[src/dtc_pkg.sv]
// Shared constants and types for the transfer controller register view.
package dtc_pkg;

	// Number of destination slot register sets.
	localparam int DST_SET_DEPTH = 4;

	// Register byte offsets on the AXI4-Lite bus.
	localparam logic [7:0] OFF_SRC_ARRAY_BASE_REF     = 8'h00;
	localparam logic [7:0] OFF_SRC_SET_DST_BASE_REF   = 8'h04;
	localparam logic [7:0] OFF_ARRAY_COUNT_RELOAD     = 8'h08;
	localparam logic [7:0] OFF_ARRAY_BYTE_COUNT       = 8'h0C;
	localparam logic [7:0] OFF_IRQ_STATUS             = 8'h10;
	localparam logic [7:0] OFF_IRQ_ENABLE             = 8'h14;
	localparam logic [7:0] OFF_IRQ_CLEAR              = 8'h18;
	localparam logic [7:0] OFF_DST_SLOT_BASE          = 8'h40;
	localparam logic [7:0] OFF_DST_SLOT_STRIDE        = 8'h08;
	localparam logic [7:0] OFF_DST_SLOT_SRC_ADDR      = 8'h04;

	// Options word field positions.
	localparam int OPT_CHAIN_EN_BIT  = 22;
	localparam int OPT_IRQ_EN_BIT    = 20;
	localparam int OPT_CODE_LSB      = 12;
	localparam int OPT_CODE_MSB      = 17;
	localparam int OPT_WIDTH_LSB     = 8;
	localparam int OPT_WIDTH_MSB     = 10;
	localparam int OPT_PRIO_LSB      = 4;
	localparam int OPT_PRIO_MSB      = 6;
	localparam int OPT_DST_MODE_BIT  = 1;
	localparam int OPT_SRC_MODE_BIT  = 0;

	// Writable bits of the options word; all others are reserved.
	localparam logic [31:0] OPT_WMASK = 32'h0053F773;

	// Highest legal FIFO width selection (256 bits).
	localparam logic [2:0] FIFO_WIDTH_MAX_SEL = 3'h5;

	// Reset values.
	localparam logic [31:0] RST_WORD = 32'h00000000;
	localparam logic [2:0]  RST_IRQ  = 3'h0;

	// Interrupt status bit positions.
	localparam int IRQ_DONE_BIT      = 0;
	localparam int IRQ_ACCEPT_BIT    = 1;
	localparam int IRQ_BAD_WIDTH_BIT = 2;

	// AXI response codes.
	localparam logic [1:0] RESP_OKAY   = 2'h0;
	localparam logic [1:0] RESP_SLVERR = 2'h2;

	// Transfer request submitted by the channel controller.
	typedef struct packed {
		logic [31:0] options;
		logic [31:0] src_addr;
		logic [31:0] dst_addr;
		logic [15:0] array_byte_count;
		logic [15:0] array_count;
		logic [15:0] src_bidx;
		logic [15:0] dst_bidx;
	} dtc_tr_s;

	// One byte moved: source read address and destination write address.
	typedef struct packed {
		logic [31:0] src;
		logic [31:0] dst;
	} dtc_beat_s;

	// Engine states.
	typedef enum logic [2:0] {
		ST_IDLE = 3'b001,
		ST_RUN  = 3'b010,
		ST_DONE = 3'b100
	} dtc_state_e;

endpackage

[src/dtc_slot_arb.sv]
// Priority picker over the destination slots and free-slot finder.
`timescale 1ns/1ps
module dtc_slot_arb (
	input  wire logic [dtc_pkg::DST_SET_DEPTH-1:0]   busy,     // Slot holds a pending request.
	input  wire logic [3*dtc_pkg::DST_SET_DEPTH-1:0] prio,     // Three-bit priority per slot.
	output logic                                     grant_ok, // Some slot is pending.
	output logic [1:0]                               grant,    // Pending slot to start.
	output logic                                     free_ok,  // Some slot is free.
	output logic [1:0]                               free      // Lowest free slot.
);

	// Lowest priority value wins; ties go to the lower slot index so that
	// equal-priority requests are served in slot order.
	always_comb begin
		logic [2:0] best;
		best     = 3'h7;
		grant_ok = 1'b0;
		grant    = 2'h0;
		free_ok  = 1'b0;
		free     = 2'h0;
		for (int i = dtc_pkg::DST_SET_DEPTH - 1; i >= 0; i--) begin
			if (busy[i] && (!grant_ok || prio[3*i +: 3] <= best)) begin
				grant_ok = 1'b1;
				grant    = 2'(i);
				best     = prio[3*i +: 3];
			end
			if (!busy[i]) begin
				free_ok = 1'b1;
				free    = 2'(i);
			end
		end
	end

endmodule

[src/dtc_regs.sv]
// Transfer controller: request slots, byte engine and AXI4-Lite register view.
`timescale 1ns/1ps

////////////////////////////////////////////////////////////////////////////////
// How it works
// The source array base register is read only, shows the start of the array being read, and resets to zero.
// There is one destination slot register set per slot, indexed from zero to one less than the slot depth.
// Options bit 22 enables completion chaining when set.
// Options bit 20 enables the completion interrupt when set.
// Options bits 17 to 12 hold a 6-bit code that picks the bit to set in the chain or interrupt pending vector on completion.
// Options bits 10 to 8 select a FIFO width of 8 to 256 bits for values 0 to 5, with 6 and 7 reserved.
// The FIFO width matters only when the source or destination address mode is constant.
// Options bits 6 to 4 give the priority, 0 highest and 7 lowest.
// Options bit 1 makes destination addressing increment at 0 or stay constant and wrap at the FIFO width at 1.
// Options bit 0 makes source addressing increment at 0 or stay constant and wrap at the FIFO width at 1.
// The destination base reference and each slot source address word read zero, as do reserved option bits.
// The count reload value keeps the programmed array byte count and refills the active count after each array but the last.
module dtc_regs (
	input  wire logic              clk,              // Clock, 100 MHz.
	input  wire logic              rst,              // Asynchronous reset, active high.
	input  wire logic [7:0]        s_axi_awaddr,     // Write address.
	input  wire logic              s_axi_awvalid,    // Write address valid.
	output logic                   s_axi_awready,    // Write address ready.
	input  wire logic [31:0]       s_axi_wdata,      // Write data.
	input  wire logic [3:0]        s_axi_wstrb,      // Write byte strobes.
	input  wire logic              s_axi_wvalid,     // Write data valid.
	output logic                   s_axi_wready,     // Write data ready.
	output logic [1:0]             s_axi_bresp,      // Write response.
	output logic                   s_axi_bvalid,     // Write response valid.
	input  wire logic              s_axi_bready,     // Write response ready.
	input  wire logic [7:0]        s_axi_araddr,     // Read address.
	input  wire logic              s_axi_arvalid,    // Read address valid.
	output logic                   s_axi_arready,    // Read address ready.
	output logic [31:0]            s_axi_rdata,      // Read data.
	output logic [1:0]             s_axi_rresp,      // Read response.
	output logic                   s_axi_rvalid,     // Read data valid.
	input  wire logic              s_axi_rready,     // Read data ready.
	input  wire logic              tr_valid,         // Transfer request offered.
	output logic                   tr_ready,         // A slot is free.
	input  wire dtc_pkg::dtc_tr_s  tr,               // Transfer request payload.
	output logic                   beat_valid,       // Byte move offered.
	input  wire logic              beat_ready,       // Byte move taken.
	output dtc_pkg::dtc_beat_s     beat,             // Byte move addresses.
	output logic [63:0]            chain_event_set,  // One-cycle chained event set.
	output logic [63:0]            irq_pend_set,     // One-cycle interrupt pending set.
	output logic                   irq               // Level interrupt.
);

	localparam int N = dtc_pkg::DST_SET_DEPTH;

	////////////////////////////////////////////////////////////////////////////
	// Slot storage.

	dtc_pkg::dtc_tr_s     slot [N];
	logic [N-1:0]         slot_busy;
	logic [3*N-1:0]       slot_prio;
	logic                 grant_ok;
	logic [1:0]           grant;
	logic                 free_ok;
	logic [1:0]           free;

	// Active transfer state.
	dtc_pkg::dtc_state_e  state;
	logic [31:0]          act_opt;
	logic [31:0]          src_array_base_addr;
	logic [31:0]          dst_array_base_addr;
	logic [15:0]          array_count_reload;
	logic [15:0]          array_byte_count;
	logic [15:0]          array_count;
	logic [15:0]          src_bidx;
	logic [15:0]          dst_bidx;
	logic [7:0]           src_off;
	logic [7:0]           dst_off;

	// Bus state.
	logic                 aw_held;
	logic                 w_held;
	logic [7:0]           aw_addr;
	logic [31:0]          w_data;
	logic [3:0]           w_strb;
	logic [2:0]           irq_status;
	logic [2:0]           irq_enable;

	dtc_slot_arb u_arb (
		.busy     (slot_busy),
		.prio     (slot_prio),
		.grant_ok (grant_ok),
		.grant    (grant),
		.free_ok  (free_ok),
		.free     (free)
	);

	////////////////////////////////////////////////////////////////////////////
	// Option decode of the active transfer.

	wire        src_const  = act_opt[dtc_pkg::OPT_SRC_MODE_BIT];
	wire        dst_const  = act_opt[dtc_pkg::OPT_DST_MODE_BIT];
	wire [2:0]  width_sel  = act_opt[dtc_pkg::OPT_WIDTH_MSB:dtc_pkg::OPT_WIDTH_LSB];
	wire [5:0]  code       = act_opt[dtc_pkg::OPT_CODE_MSB:dtc_pkg::OPT_CODE_LSB];
	wire        chain_en   = act_opt[dtc_pkg::OPT_CHAIN_EN_BIT];
	wire        cmpl_irqen = act_opt[dtc_pkg::OPT_IRQ_EN_BIT];

	// Reserved widths fall back to 8 bits so a bad setting never wraps past a
	// real FIFO; with a constant mode set, the bad setting is flagged as an interrupt event.
	wire        width_ok   = width_sel <= dtc_pkg::FIFO_WIDTH_MAX_SEL;
	wire [7:0]  fifo_bytes = width_ok ? (8'h01 << width_sel) : 8'h01;
	wire [7:0]  wrap_mask  = fifo_bytes - 8'h01;

	// Each beat moves one byte; constant mode wraps the offset at the FIFO
	// width, otherwise the width selection is ignored.
	wire [7:0]  src_off_inc = src_off + 8'h01;
	wire [7:0]  dst_off_inc = dst_off + 8'h01;
	wire [7:0]  next_src_off = src_const ? (src_off_inc & wrap_mask) : src_off_inc;
	wire [7:0]  next_dst_off = dst_const ? (dst_off_inc & wrap_mask) : dst_off_inc;

	wire        beat_fire  = beat_valid && beat_ready;
	wire        array_end  = beat_fire && (array_byte_count <= 16'h0001);
	wire        last_array = array_count <= 16'h0001;
	wire        tr_fire    = tr_valid && tr_ready;
	wire        start      = (state == dtc_pkg::ST_IDLE) && grant_ok;
	wire [31:0] start_opt  = slot[grant].options;
	wire        start_bad  = start && (start_opt[dtc_pkg::OPT_SRC_MODE_BIT]
	                         || start_opt[dtc_pkg::OPT_DST_MODE_BIT])
	                         && (start_opt[dtc_pkg::OPT_WIDTH_MSB:dtc_pkg::OPT_WIDTH_LSB]
	                         > dtc_pkg::FIFO_WIDTH_MAX_SEL);

	assign tr_ready   = free_ok;
	assign beat_valid = state == dtc_pkg::ST_RUN;

	////////////////////////////////////////////////////////////////////////////
	// Register bus decode.

	wire        wr_go      = aw_held && w_held && !s_axi_bvalid;
	wire        rd_go      = s_axi_arvalid && !s_axi_rvalid;
	wire        wr_slot    = aw_addr >= dtc_pkg::OFF_DST_SLOT_BASE;
	wire [7:0]  wr_rel     = aw_addr - dtc_pkg::OFF_DST_SLOT_BASE;
	wire [1:0]  wr_idx     = wr_rel[4:3];
	wire        wr_opt     = wr_slot && (wr_rel < 8'(N * 8)) && (wr_rel[2:0] == 3'h0);
	wire        wr_slotsrc = wr_slot && (wr_rel < 8'(N * 8))
	                         && (wr_rel[2:0] == dtc_pkg::OFF_DST_SLOT_SRC_ADDR[2:0]);
	wire        wr_en_reg  = aw_addr == dtc_pkg::OFF_IRQ_ENABLE;
	wire        wr_clr_reg = aw_addr == dtc_pkg::OFF_IRQ_CLEAR;
	wire        wr_mapped  = wr_opt || wr_slotsrc || wr_en_reg || wr_clr_reg;
	wire [31:0] strb_mask  = {{8{w_strb[3]}}, {8{w_strb[2]}}, {8{w_strb[1]}}, {8{w_strb[0]}}};
	wire [31:0] opt_wbits  = strb_mask & dtc_pkg::OPT_WMASK;

	wire [7:0]  rd_rel     = s_axi_araddr - dtc_pkg::OFF_DST_SLOT_BASE;
	wire [1:0]  rd_idx     = rd_rel[4:3];
	wire        rd_slot    = (s_axi_araddr >= dtc_pkg::OFF_DST_SLOT_BASE)
	                         && (rd_rel < 8'(N * 8));
	logic [31:0] rd_word;
	logic        rd_hit;

	// Read selection; the zero-valued references still answer OKAY.
	always_comb begin
		rd_hit  = 1'b1;
		rd_word = 32'h00000000;
		if (rd_slot && rd_rel[2:0] == 3'h0) begin
			rd_word = slot[rd_idx].options & dtc_pkg::OPT_WMASK;
		end else if (rd_slot && rd_rel[2:0] == dtc_pkg::OFF_DST_SLOT_SRC_ADDR[2:0]) begin
			rd_word = 32'h00000000;
		end else begin
			unique case (s_axi_araddr)
				dtc_pkg::OFF_SRC_ARRAY_BASE_REF:   rd_word = src_array_base_addr;
				dtc_pkg::OFF_SRC_SET_DST_BASE_REF: rd_word = 32'h00000000;
				dtc_pkg::OFF_ARRAY_COUNT_RELOAD:   rd_word = {16'h0000, array_count_reload};
				dtc_pkg::OFF_ARRAY_BYTE_COUNT:     rd_word = {16'h0000, array_byte_count};
				dtc_pkg::OFF_IRQ_STATUS:           rd_word = {29'h0, irq_status};
				dtc_pkg::OFF_IRQ_ENABLE:           rd_word = {29'h0, irq_enable};
				dtc_pkg::OFF_IRQ_CLEAR:            rd_word = 32'h00000000;
				default:                           rd_hit  = 1'b0;
			endcase
		end
	end

	assign s_axi_awready = !aw_held;
	assign s_axi_wready  = !w_held;
	assign s_axi_arready = !s_axi_rvalid;

	////////////////////////////////////////////////////////////////////////////
	// Write channel: address and data are latched independently so either
	// may arrive first; the response waits for both.

	always_ff @(posedge clk or posedge rst) begin
		if (rst) begin
			aw_held      <= 1'b0;
			w_held       <= 1'b0;
			aw_addr      <= 8'h00;
			w_data       <= dtc_pkg::RST_WORD;
			w_strb       <= 4'h0;
			s_axi_bvalid <= 1'b0;
			s_axi_bresp  <= dtc_pkg::RESP_OKAY;
		end else begin
			if (s_axi_awvalid && !aw_held) begin
				aw_held <= 1'b1;
				aw_addr <= s_axi_awaddr;
			end
			if (s_axi_wvalid && !w_held) begin
				w_held <= 1'b1;
				w_data <= s_axi_wdata;
				w_strb <= s_axi_wstrb;
			end
			if (wr_go) begin
				aw_held      <= 1'b0;
				w_held       <= 1'b0;
				s_axi_bvalid <= 1'b1;
				s_axi_bresp  <= wr_mapped ? dtc_pkg::RESP_OKAY : dtc_pkg::RESP_SLVERR;
			end else if (s_axi_bready) begin
				s_axi_bvalid <= 1'b0;
			end
		end
	end

	// Read channel answers one cycle after the address is taken.
	always_ff @(posedge clk or posedge rst) begin
		if (rst) begin
			s_axi_rvalid <= 1'b0;
			s_axi_rdata  <= dtc_pkg::RST_WORD;
			s_axi_rresp  <= dtc_pkg::RESP_OKAY;
		end else if (rd_go) begin
			s_axi_rvalid <= 1'b1;
			s_axi_rdata  <= rd_word;
			s_axi_rresp  <= rd_hit ? dtc_pkg::RESP_OKAY : dtc_pkg::RESP_SLVERR;
		end else if (s_axi_rready) begin
			s_axi_rvalid <= 1'b0;
		end
	end

	////////////////////////////////////////////////////////////////////////////
	// One register set per slot. A request load beats a software write in
	// the same cycle, since the request carries the authoritative options.

	for (genvar i = 0; i < N; i++) begin : g_slot
		wire load = tr_fire && free == 2'(i);
		wire sw   = wr_go && wr_opt && wr_idx == 2'(i);
		assign slot_prio[3*i +: 3] = slot[i].options[dtc_pkg::OPT_PRIO_MSB:dtc_pkg::OPT_PRIO_LSB];

		always_ff @(posedge clk or posedge rst) begin
			if (rst) begin
				slot[i]      <= '0;
				slot_busy[i] <= 1'b0;
			end else if (load) begin
				slot[i]      <= tr;
				slot_busy[i] <= 1'b1;
			end else begin
				if (sw) begin
					slot[i].options <= (slot[i].options & ~opt_wbits) | (w_data & opt_wbits);
				end
				if (start && grant == 2'(i)) begin
					slot_busy[i] <= 1'b0;
				end
			end
		end
	end

	////////////////////////////////////////////////////////////////////////////
	// Byte engine: walks each array a byte at a time; after each array but the last
	// it steps the array bases by their indices and refills the byte count from the reload.

	always_ff @(posedge clk or posedge rst) begin
		if (rst) begin
			state               <= dtc_pkg::ST_IDLE;
			act_opt             <= dtc_pkg::RST_WORD;
			src_array_base_addr <= dtc_pkg::RST_WORD;
			dst_array_base_addr <= dtc_pkg::RST_WORD;
			array_count_reload  <= 16'h0000;
			array_byte_count    <= 16'h0000;
			array_count         <= 16'h0000;
			src_bidx            <= 16'h0000;
			dst_bidx            <= 16'h0000;
			src_off             <= 8'h00;
			dst_off             <= 8'h00;
		end else begin
			unique case (state)
				dtc_pkg::ST_IDLE: begin
					if (start) begin
						state               <= dtc_pkg::ST_RUN;
						act_opt             <= start_opt;
						src_array_base_addr <= slot[grant].src_addr;
						dst_array_base_addr <= slot[grant].dst_addr;
						array_count_reload  <= slot[grant].array_byte_count;
						array_byte_count    <= slot[grant].array_byte_count;
						array_count         <= slot[grant].array_count;
						src_bidx            <= slot[grant].src_bidx;
						dst_bidx            <= slot[grant].dst_bidx;
						src_off             <= 8'h00;
						dst_off             <= 8'h00;
					end
				end
				dtc_pkg::ST_RUN: begin
					if (array_end) begin
						src_off <= 8'h00;
						dst_off <= 8'h00;
						if (last_array) begin
							state <= dtc_pkg::ST_DONE;
						end else begin
							array_count         <= array_count - 16'h0001;
							array_byte_count    <= array_count_reload;
							src_array_base_addr <= src_array_base_addr + {16'h0000, src_bidx};
							dst_array_base_addr <= dst_array_base_addr + {16'h0000, dst_bidx};
						end
					end else if (beat_fire) begin
						array_byte_count <= array_byte_count - 16'h0001;
						src_off          <= next_src_off;
						dst_off          <= next_dst_off;
					end
				end
				dtc_pkg::ST_DONE: begin
					state <= dtc_pkg::ST_IDLE;
				end
			endcase
		end
	end

	// Beat addresses are registered copies of base plus offset.
	always_ff @(posedge clk or posedge rst) begin
		if (rst) begin
			beat <= '0;
		end else begin
			beat.src <= src_array_base_addr + {24'h000000, src_off};
			beat.dst <= dst_array_base_addr + {24'h000000, dst_off};
		end
	end

	////////////////////////////////////////////////////////////////////////////
	// Completion: the code picks one of 64 bits, sent as a one-cycle pulse
	// toward the chain or pending vector of the channel controller.

	wire [63:0] code_bit = 64'h0000000000000001 << code;

	always_ff @(posedge clk or posedge rst) begin
		if (rst) begin
			chain_event_set <= 64'h0000000000000000;
			irq_pend_set    <= 64'h0000000000000000;
		end else begin
			chain_event_set <= (array_end && last_array && chain_en) ? code_bit : 64'h0;
			irq_pend_set    <= (array_end && last_array && cmpl_irqen) ? code_bit : 64'h0;
		end
	end

	////////////////////////////////////////////////////////////////////////////
	// Local interrupts: sticky status, set beats clear in the same cycle.

	wire [2:0] irq_events = {start_bad, tr_fire, state == dtc_pkg::ST_DONE};
	wire [2:0] irq_clear  = (wr_go && wr_clr_reg) ? w_data[2:0] & {3{w_strb[0]}} : 3'h0;

	always_ff @(posedge clk or posedge rst) begin
		if (rst) begin
			irq_status <= dtc_pkg::RST_IRQ;
			irq_enable <= dtc_pkg::RST_IRQ;
		end else begin
			irq_status <= (irq_status & ~irq_clear) | irq_events;
			if (wr_go && wr_en_reg && w_strb[0]) begin
				irq_enable <= w_data[2:0];
			end
		end
	end

	assign irq = |(irq_status & irq_enable);

endmodule

[config.mk]
export PLATFORM = sky130hd
export DESIGN_NAME = dtc_regs
export DESIGN_NICKNAME = d
export VERILOG_FILES = /design/src/dtc_pkg.sv /design/src/dtc_slot_arb.sv /design/src/dtc_regs.sv
export SDC_FILE = /design/constraint.sdc
export NUM_CORES = 2
export LEC_CHECK = 0
export ABC_AREA = 1
export BUFFER_PORTS_ARGS = -buffer_cell sky130_fd_sc_hd__buf_2
export CORE_MARGIN = 8
export CORE_UTILIZATION = 45
export CTS_CLUSTER_DIAMETER = 200
export DETAILED_ROUTE_END_ITERATION = 10
export PLACE_DENSITY = 0.59
export SYNTH_ARGS = -nofsm -noshare
export SYNTH_HDL_FRONTEND = slang
export SYNTH_SLANG_ARGS = --single-unit
[constraint.sdc]
create_clock -name clk -period 50.3 [get_ports clk]
set_input_delay 5.03 -clock clk [delete_from_list [all_inputs] [get_ports clk]]
set_output_delay 5.03 -clock clk [all_outputs]
set_load 0.05 [all_outputs]
# After elaboration in Yosys (flattened, before gate mapping)
# Cells that the tools add are included.
# W data, S select, Z words.
dict set report word_totals {
  out_inout_bits 236
  reg_bits 1111
  in_bits 221
}
dict set report classes {
  n_bitwise 19
  n_eq_ne 28
  magnitude_cmp 13
  mux 91
  shift 2
  n_addsub 11
  n_reduce_logical 79
}
# op n
set ops {}
lappend ops {{$bmux W160 S2} 2}
lappend ops {{$mux W151} 4}
lappend ops {{$mux W32} 16}
lappend ops {{$pmux W32 S5} 1}
lappend ops {{$and A32 B32 Y32} 4}
lappend ops {{$mux W64} 2}
lappend ops {{$or A32 B32 Y32} 4}
lappend ops {{$pmux W32 S2} 2}
lappend ops {{$mux W16} 7}
lappend ops {{$add A32 B16 Y32} 2}
lappend ops {{$add A32 B8 Y32} 2}
lappend ops {{$mux W8} 8}
lappend ops {{$pmux W16 S2} 2}
lappend ops {{$shl A1 B6 Y64 const A} 1}
lappend ops {{$eq A8 B5 Y1 const B} 5}
lappend ops {{$logic_and A1 B1 Y1} 39}
lappend ops {{$and A32 B23 Y32} 1}
lappend ops {{$le A16 B1 Y1 const B} 2}
lappend ops {{$not A23 Y32} 1}
lappend ops {{$pmux W8 S2} 2}
lappend ops {{$sub A16 B1 Y16 const B} 2}
lappend ops {{$mux W1} 27}
lappend ops {{$reduce_bool A2 Y1} 13}
lappend ops {{$mux W3} 7}
lappend ops {{38 further kinds} 87}

# Longest topological paths before layout
dict set report depth {
  word_depth 21
  depth_mapped 37
}

# Cells and area by module
# A second synthesis with hierarchy kept.
dict set report unflattened {
  hier_cells 5875
  hier_area_um2 48137.4
}
# module area_each_um2 seq_area_each_um2 cells_each n_inst
set by_module_without_submodules {}
lappend by_module_without_submodules {dtc_regs 47714.5 25525.7 5798 1}
lappend by_module_without_submodules {dtc_slot_arb 422.9 0.0 77 1}

# Least setup slack after synthesis
# No wires, ideal clock.
dict set report synth_path {
  kind {register -> output}
  from {reg state[2]}
  to {out beat_valid}
  path_buffers 2
  required_ns 45.270
  path_slack_ns 43.674
  path_stages_with_launch 4
  arrival_ns 1.596
  path_cell_list {dfrtp_1 nor3_4 clkbuf_1 clkbuf_1}
}
dict set report synth_via {
  elab_chain_len 1
}
# item line
set synth_lines {}
lappend synth_lines {{start: declaration} dtc_regs.sv:63} ;# dtc_pkg::dtc_state_e state;
lappend synth_lines {{start signal: assignment} dtc_regs.sv:262} ;# state <= dtc_pkg::ST_IDLE;
lappend synth_lines {{start signal: assignment} dtc_regs.sv:277} ;# state <= dtc_pkg::ST_RUN;
lappend synth_lines {{start signal: assignment} dtc_regs.sv:295} ;# state <= dtc_pkg::ST_DONE;
lappend synth_lines {{$eq A3 B2 Y1} dtc_regs.sv:128} ;# assign beat_valid = state == dtc_pkg::ST_RUN;
lappend synth_lines {{end: declaration} dtc_regs.sv:41} ;# output logic beat_valid,
# No other way between the ends.

# Final worst setup path
dict set report layout_path {
  from {reg slot_busy[3]}
  to {reg src_array_base_addr[8]}
}
dict set report layout_via {
  elab_chain_len 19
  elab_cells_between_ends 32
  classes_between {order compare (3); eq/ne (1); mux (16); bitwise (1); reduce/logical (11)}
}
# item line
set layout_lines {}
lappend layout_lines {{start: declaration} dtc_regs.sv:55} ;# logic [N-1:0] slot_busy;
lappend layout_lines {{start signal: indexed assignment} dtc_regs.sv:241} ;# slot_busy[i] <= 1'b0;
lappend layout_lines {{start signal: indexed assignment} dtc_regs.sv:244} ;# slot_busy[i] <= 1'b1;
lappend layout_lines {{start signal: indexed assignment} dtc_regs.sv:250} ;# slot_busy[i] <= 1'b0;
lappend layout_lines {{$mux W3 or $mux W1 (tied branches)} dtc_slot_arb.sv:22} ;# if (busy[i] && (!grant_ok || prio[3*i +: 3] <= best)) begin
lappend layout_lines {{$le A3 B3 Y1 or $logic_not A1 Y1 (tied branches)} dtc_slot_arb.sv:22}
lappend layout_lines {{$logic_or A1 B1 Y1} dtc_slot_arb.sv:22}
lappend layout_lines {{$logic_and A1 B1 Y1} dtc_slot_arb.sv:22}
lappend layout_lines {{$mux W3 or $mux W1 (tied branches)} dtc_slot_arb.sv:22}
lappend layout_lines {{$le A3 B3 Y1 or $logic_not A1 Y1 (tied branches)} dtc_slot_arb.sv:22}
lappend layout_lines {{$logic_or A1 B1 Y1} dtc_slot_arb.sv:22}
lappend layout_lines {{$logic_and A1 B1 Y1} dtc_slot_arb.sv:22}
lappend layout_lines {{[... 2 more ...]} n/a}
lappend layout_lines {{$logic_or A1 B1 Y1} dtc_slot_arb.sv:22}
lappend layout_lines {{$logic_and A1 B1 Y1} dtc_slot_arb.sv:22}
lappend layout_lines {{$mux W2} dtc_slot_arb.sv:22}
lappend layout_lines {{$not A2 Y3 (implied by the code)} dtc_regs.sv:279} ;# src_array_base_addr <= slot[grant].src_addr;
lappend layout_lines {{$bmux W160 S2} dtc_regs.sv:279}
lappend layout_lines {{$mux W151 (2 in a row)} n/a}
lappend layout_lines {{$mux W32} dtc_regs.sv:276} ;# if (start) begin
lappend layout_lines {{$pmux W32 S2} dtc_regs.sv:274} ;# unique case (state)
lappend layout_lines {{end signal: assignment} dtc_regs.sv:264} ;# src_array_base_addr <= dtc_pkg::RST_WORD;
lappend layout_lines {{end signal: assignment} dtc_regs.sv:279}
lappend layout_lines {{end signal: assignment} dtc_regs.sv:299} ;# src_array_base_addr <= src_array_base_addr + {16'h0000, src_bidx};
lappend layout_lines {{end: declaration} dtc_regs.sv:65} ;# logic [31:0] src_array_base_addr;
# Several ways; a longest one is shown, not always the timed one. The select of a mux whose other input is x is not followed.
# A chain may end at the register's enable or synchronous reset.

==> impl_metrics.json <==
{
  "cts_root_buf": "clkbuf_16",
  "yosys_register_bits": 1020,
  "clkTransAtPathRegs_ns": 0.06,
  "final_common_cell": "nand2_1",
  "outcome": "finished clean",
  "setup_viol": 0,
  "path_class": "register to register",
  "rsz0062_at_grt": "no",
  "fillers": 10600,
  "vdd_drop_max_uv": 25.7,
  "power.density_mw_per_mm2": 34.8,
  "final_nets": 6785,
  "die_w_um": 346,
  "synthAdderAreaFrac_pct": 1.80,
  "via_count": 43000,
  "placeableCoreArea_sq_mm": 0.108,
  "syn-cell-area_sq_mm": 0.0490,
  "leakage_nw": 28.4,
  "grt_usage_pct": 26.4,
  "crit_top_cell": "nand2_1",
  "place.detailed.hpwl_mm": 111,
  "period_needed_ns": 8.00,
  "drtIter0Drc": 4175,
  "fp-row-count": 121,
  "synth_compound_area_share_pct": 13.4,
  "cpLargestDelayFamily": "simple AND/OR/NAND/NOR gates",
  "r2r_start": "slot_busy[3]",
  "cts_hold_buf": 0,
  "via_per_inst": 5.36,
  "synth_cell_types": 51,
  "hold_violations": 0,
  "cts_setup_buffers": 0,
  "async_reset_ff_share_pct": 100,
  "finalCoreUtilization_pct": 51.5,
  "start_util_pct": 45.2,
  "p_total_w": 0.00195,
  "avgSynthCellArea_sq_um": 7.88,
  "synth_edf_count": 0,
  "antenna_found_initial": 6,
  "required_ns": 50.85,
  "min_from": "s_axi_rdata[25]",
  "critPathCaptureType": "register",
  "antenna_left": 0,
  "die_area_sq_mm": 0.120,
  "final_cell_mix": "nand2_1, dfrtp_1, o21ai_0",
  "yosys_warnings": 0,
  "clockBufferDepth": 3,
  "clk_latency_ns": 0.71,
  "synth_top_family_by_area": "simple AND/OR/NAND/NOR gates",
  "maxSlewHeadroom_pct": 22.9,
  "hold_end": "s_axi_rdata[25]",
  "gr-total-overflow": 0,
  "holdPathStages": 2,
  "cts_made_buffers": 111,
  "critPathMaxStageDelay_ns": 0.83,
  "max_freq_mhz": 125,
  "syn_to_final_growth_pct": 13.9,
  "r2r-end": "src_array_base_addr[8]",
  "synth-xor-area-share_pct": 1.45,
  "synthCells": 6222,
  "grt_pass1_wl_mm": 251,
  "clock_sinks": 1020,
  "drv_cap": 0,
  "reg2reg_depth": 32,
  "port_buffers": 422,
  "grt_max_degree": 224,
  "routabilityCongestion": 0.934,
  "fin_skew_ns": 0.0182,
  "die_height_um": 346,
  "slowest_stage": "nand2_1",
  "synthMuxAreaShare_pct": 0.390,
  "synthFlopType": "dfrtp_1",
  "drive_gt1_share_pct": 11.0,
  "htreeDepth": 3,
  "remaining_drc_errors": 0,
  "seq_area_frac_synth_pct": 52.1,
  "fin_crit_sh_pct": 15.9,
  "start_kind": "register",
  "tightest_slew_ns": 1.16,
  "cts_resized": 0,
  "r2r_slack_ns": 42.30,
  "dr.pass1.iters": 6,
  "cp_num_buf_inv": 7,
  "cp.arrival_ns": 8.56,
  "cp_max_fo": 47,
  "routedWlPerCell_um": 20.3,
  "maxSlewViolCount": 0,
  "synth_simple_gate_area_share_pct": 23.9,
  "cts_tree": "yes",
  "first_global_vias": 40600,
  "hp-class": "register to register",
  "finalSetupTns_ns": 0,
  "routed_wl_mm": 163,
  "io_pins": 457
}
[worst register-to-register path, delay by kind of cell, from the launching register on]
kind	cells	cell delay, ns
AOI/OAI and AO/OA	5	1.08
adders and majority gates	3	0.85
buffers and inverters	7	2.17
and+or+nand+nor	17	3.18
DFF	1	0.57
[per-layer routing]
metal	wire [um]	GRT usage, %	vias to the layer above	share of wire [%]
li1	-	-	20600	-
met1	75700	39.6	20700	47
met2	71400	39.9	1433	44
met3	11300	3.98	208	6.9
met4	4180	7.15	2	2.6
met5	12	0	-	0.0074
[synthesized netlist by cell type, drive strengths merged, types with 2 or more instances]
master,instances,share of area (%)
a21oi,303,3.1
o21a,7,0.11
o211ai,50,0.77
o221ai,2,0.036
a22oi,3,0.046
xor2,66,1.2
fa,4,0.16
buf,114,1.1
o22a,14,0.25
nand2,2003,15
inv,541,4.1
dfrtp,1019,52
a31oi,8,0.10
clkbuf,210,1.6
o31ai,4,0.061
a221oi,5,0.089
ha,64,1.6
mux2,17,0.39
o22ai,31,0.40
a32o,2,0.041
o21ai,788,8.0
nand3,316,3.3
a21o,4,0.061
o41ai,4,0.071
nand3b,6,0.092
nor2,468,3.6
a211oi,11,0.17
o21bai,3,0.046
nor4,10,0.13
nand4,65,0.84
clkinv,4,0.031
and3,2,0.026
nor3,45,0.48
xnor2,15,0.27
or2,8,0.10
[flip-flops by register name (all words and copies together) (netlist names), 4 cells and up, named ones only]
name and flops:
act_opt 13, array_byte_count 16, array_count 16, array_count_reload 16, aw_addr 8, beat 64
chain_event_set 64, dst_array_base_addr 32, dst_bidx 16, dst_off 8, irq_pend_set 64, s_axi_rdata 32
slot 512, slot_busy 4, src_array_base_addr 32, src_bidx 16, src_off 8, w_data 17
[cells by family after synthesis]
family	count (synthesis)
flip-flops	1020
multiplexers	17
buffers and inverters	869
AND/OR/NAND/NOR	2924
AO/OA/AOI/OAI	1242
adder cells (fa/ha/maj)	68
XOR/XNOR	81
other	1
[report_power, final]
group          internal [W]  switching, W
combinational     0.0000618      0.000189
sequential         0.000851     0.0000229
clock              0.000478      0.000343
[cell type report]
type	count	area, sq um	area share [%]
Timing Repair Buffer	484	2630	4.70
Multi-Input combinational cell	4334	20200	36.1
Antenna cell	4	10.0	0.0179
Sequential cell	1020	25500	45.7
Inverter	545	2060	3.68
Tap cell	1414	1770	3.17
Clock inverter	34	309	0.553
Clock buffer	174	3400	6.08
[worst max path at each step]
| stage | startpoint | depth (start not counted) | slack, ns | endpoint |
|---|---|---|---|---|
| 2_1_floorplan | rst | 1 | 16.57 | async pin |
| 5_1_grt | slot_busy[3] | 29 | 41.64 | src_array_base_addr[8] |
| 3_5_place_dp | tr_valid | 8 | 41.65 | slot[171] |
| 4_1_cts | slot_busy[3] | 32 | 42.25 | src_array_base_addr[8] |
| 3_3_place_gp | tr_valid | 8 | 41.70 | slot[174] |
| 6_report | slot_busy[3] | 32 | 42.30 | src_array_base_addr[8] |
[stage by stage]
stage / setup slack (ns) / instance area (sq um) / instances / hold slack, ns
CTS: 42.25 / 55800 / 8005 / 0.483
global route: 41.64 / 55900 / 8007 / 0.491
floorplan: 16.57 / 49000 / 6223 / 0.441
global placement: 41.70 / 52100 / 7797 / 0.460
detailed placement: 41.65 / 52100 / 7797 / 0.468
finish: 42.30 / 55900 / 8009 / 0.476
No activity file was read; power rests on OpenSTA's default activity.
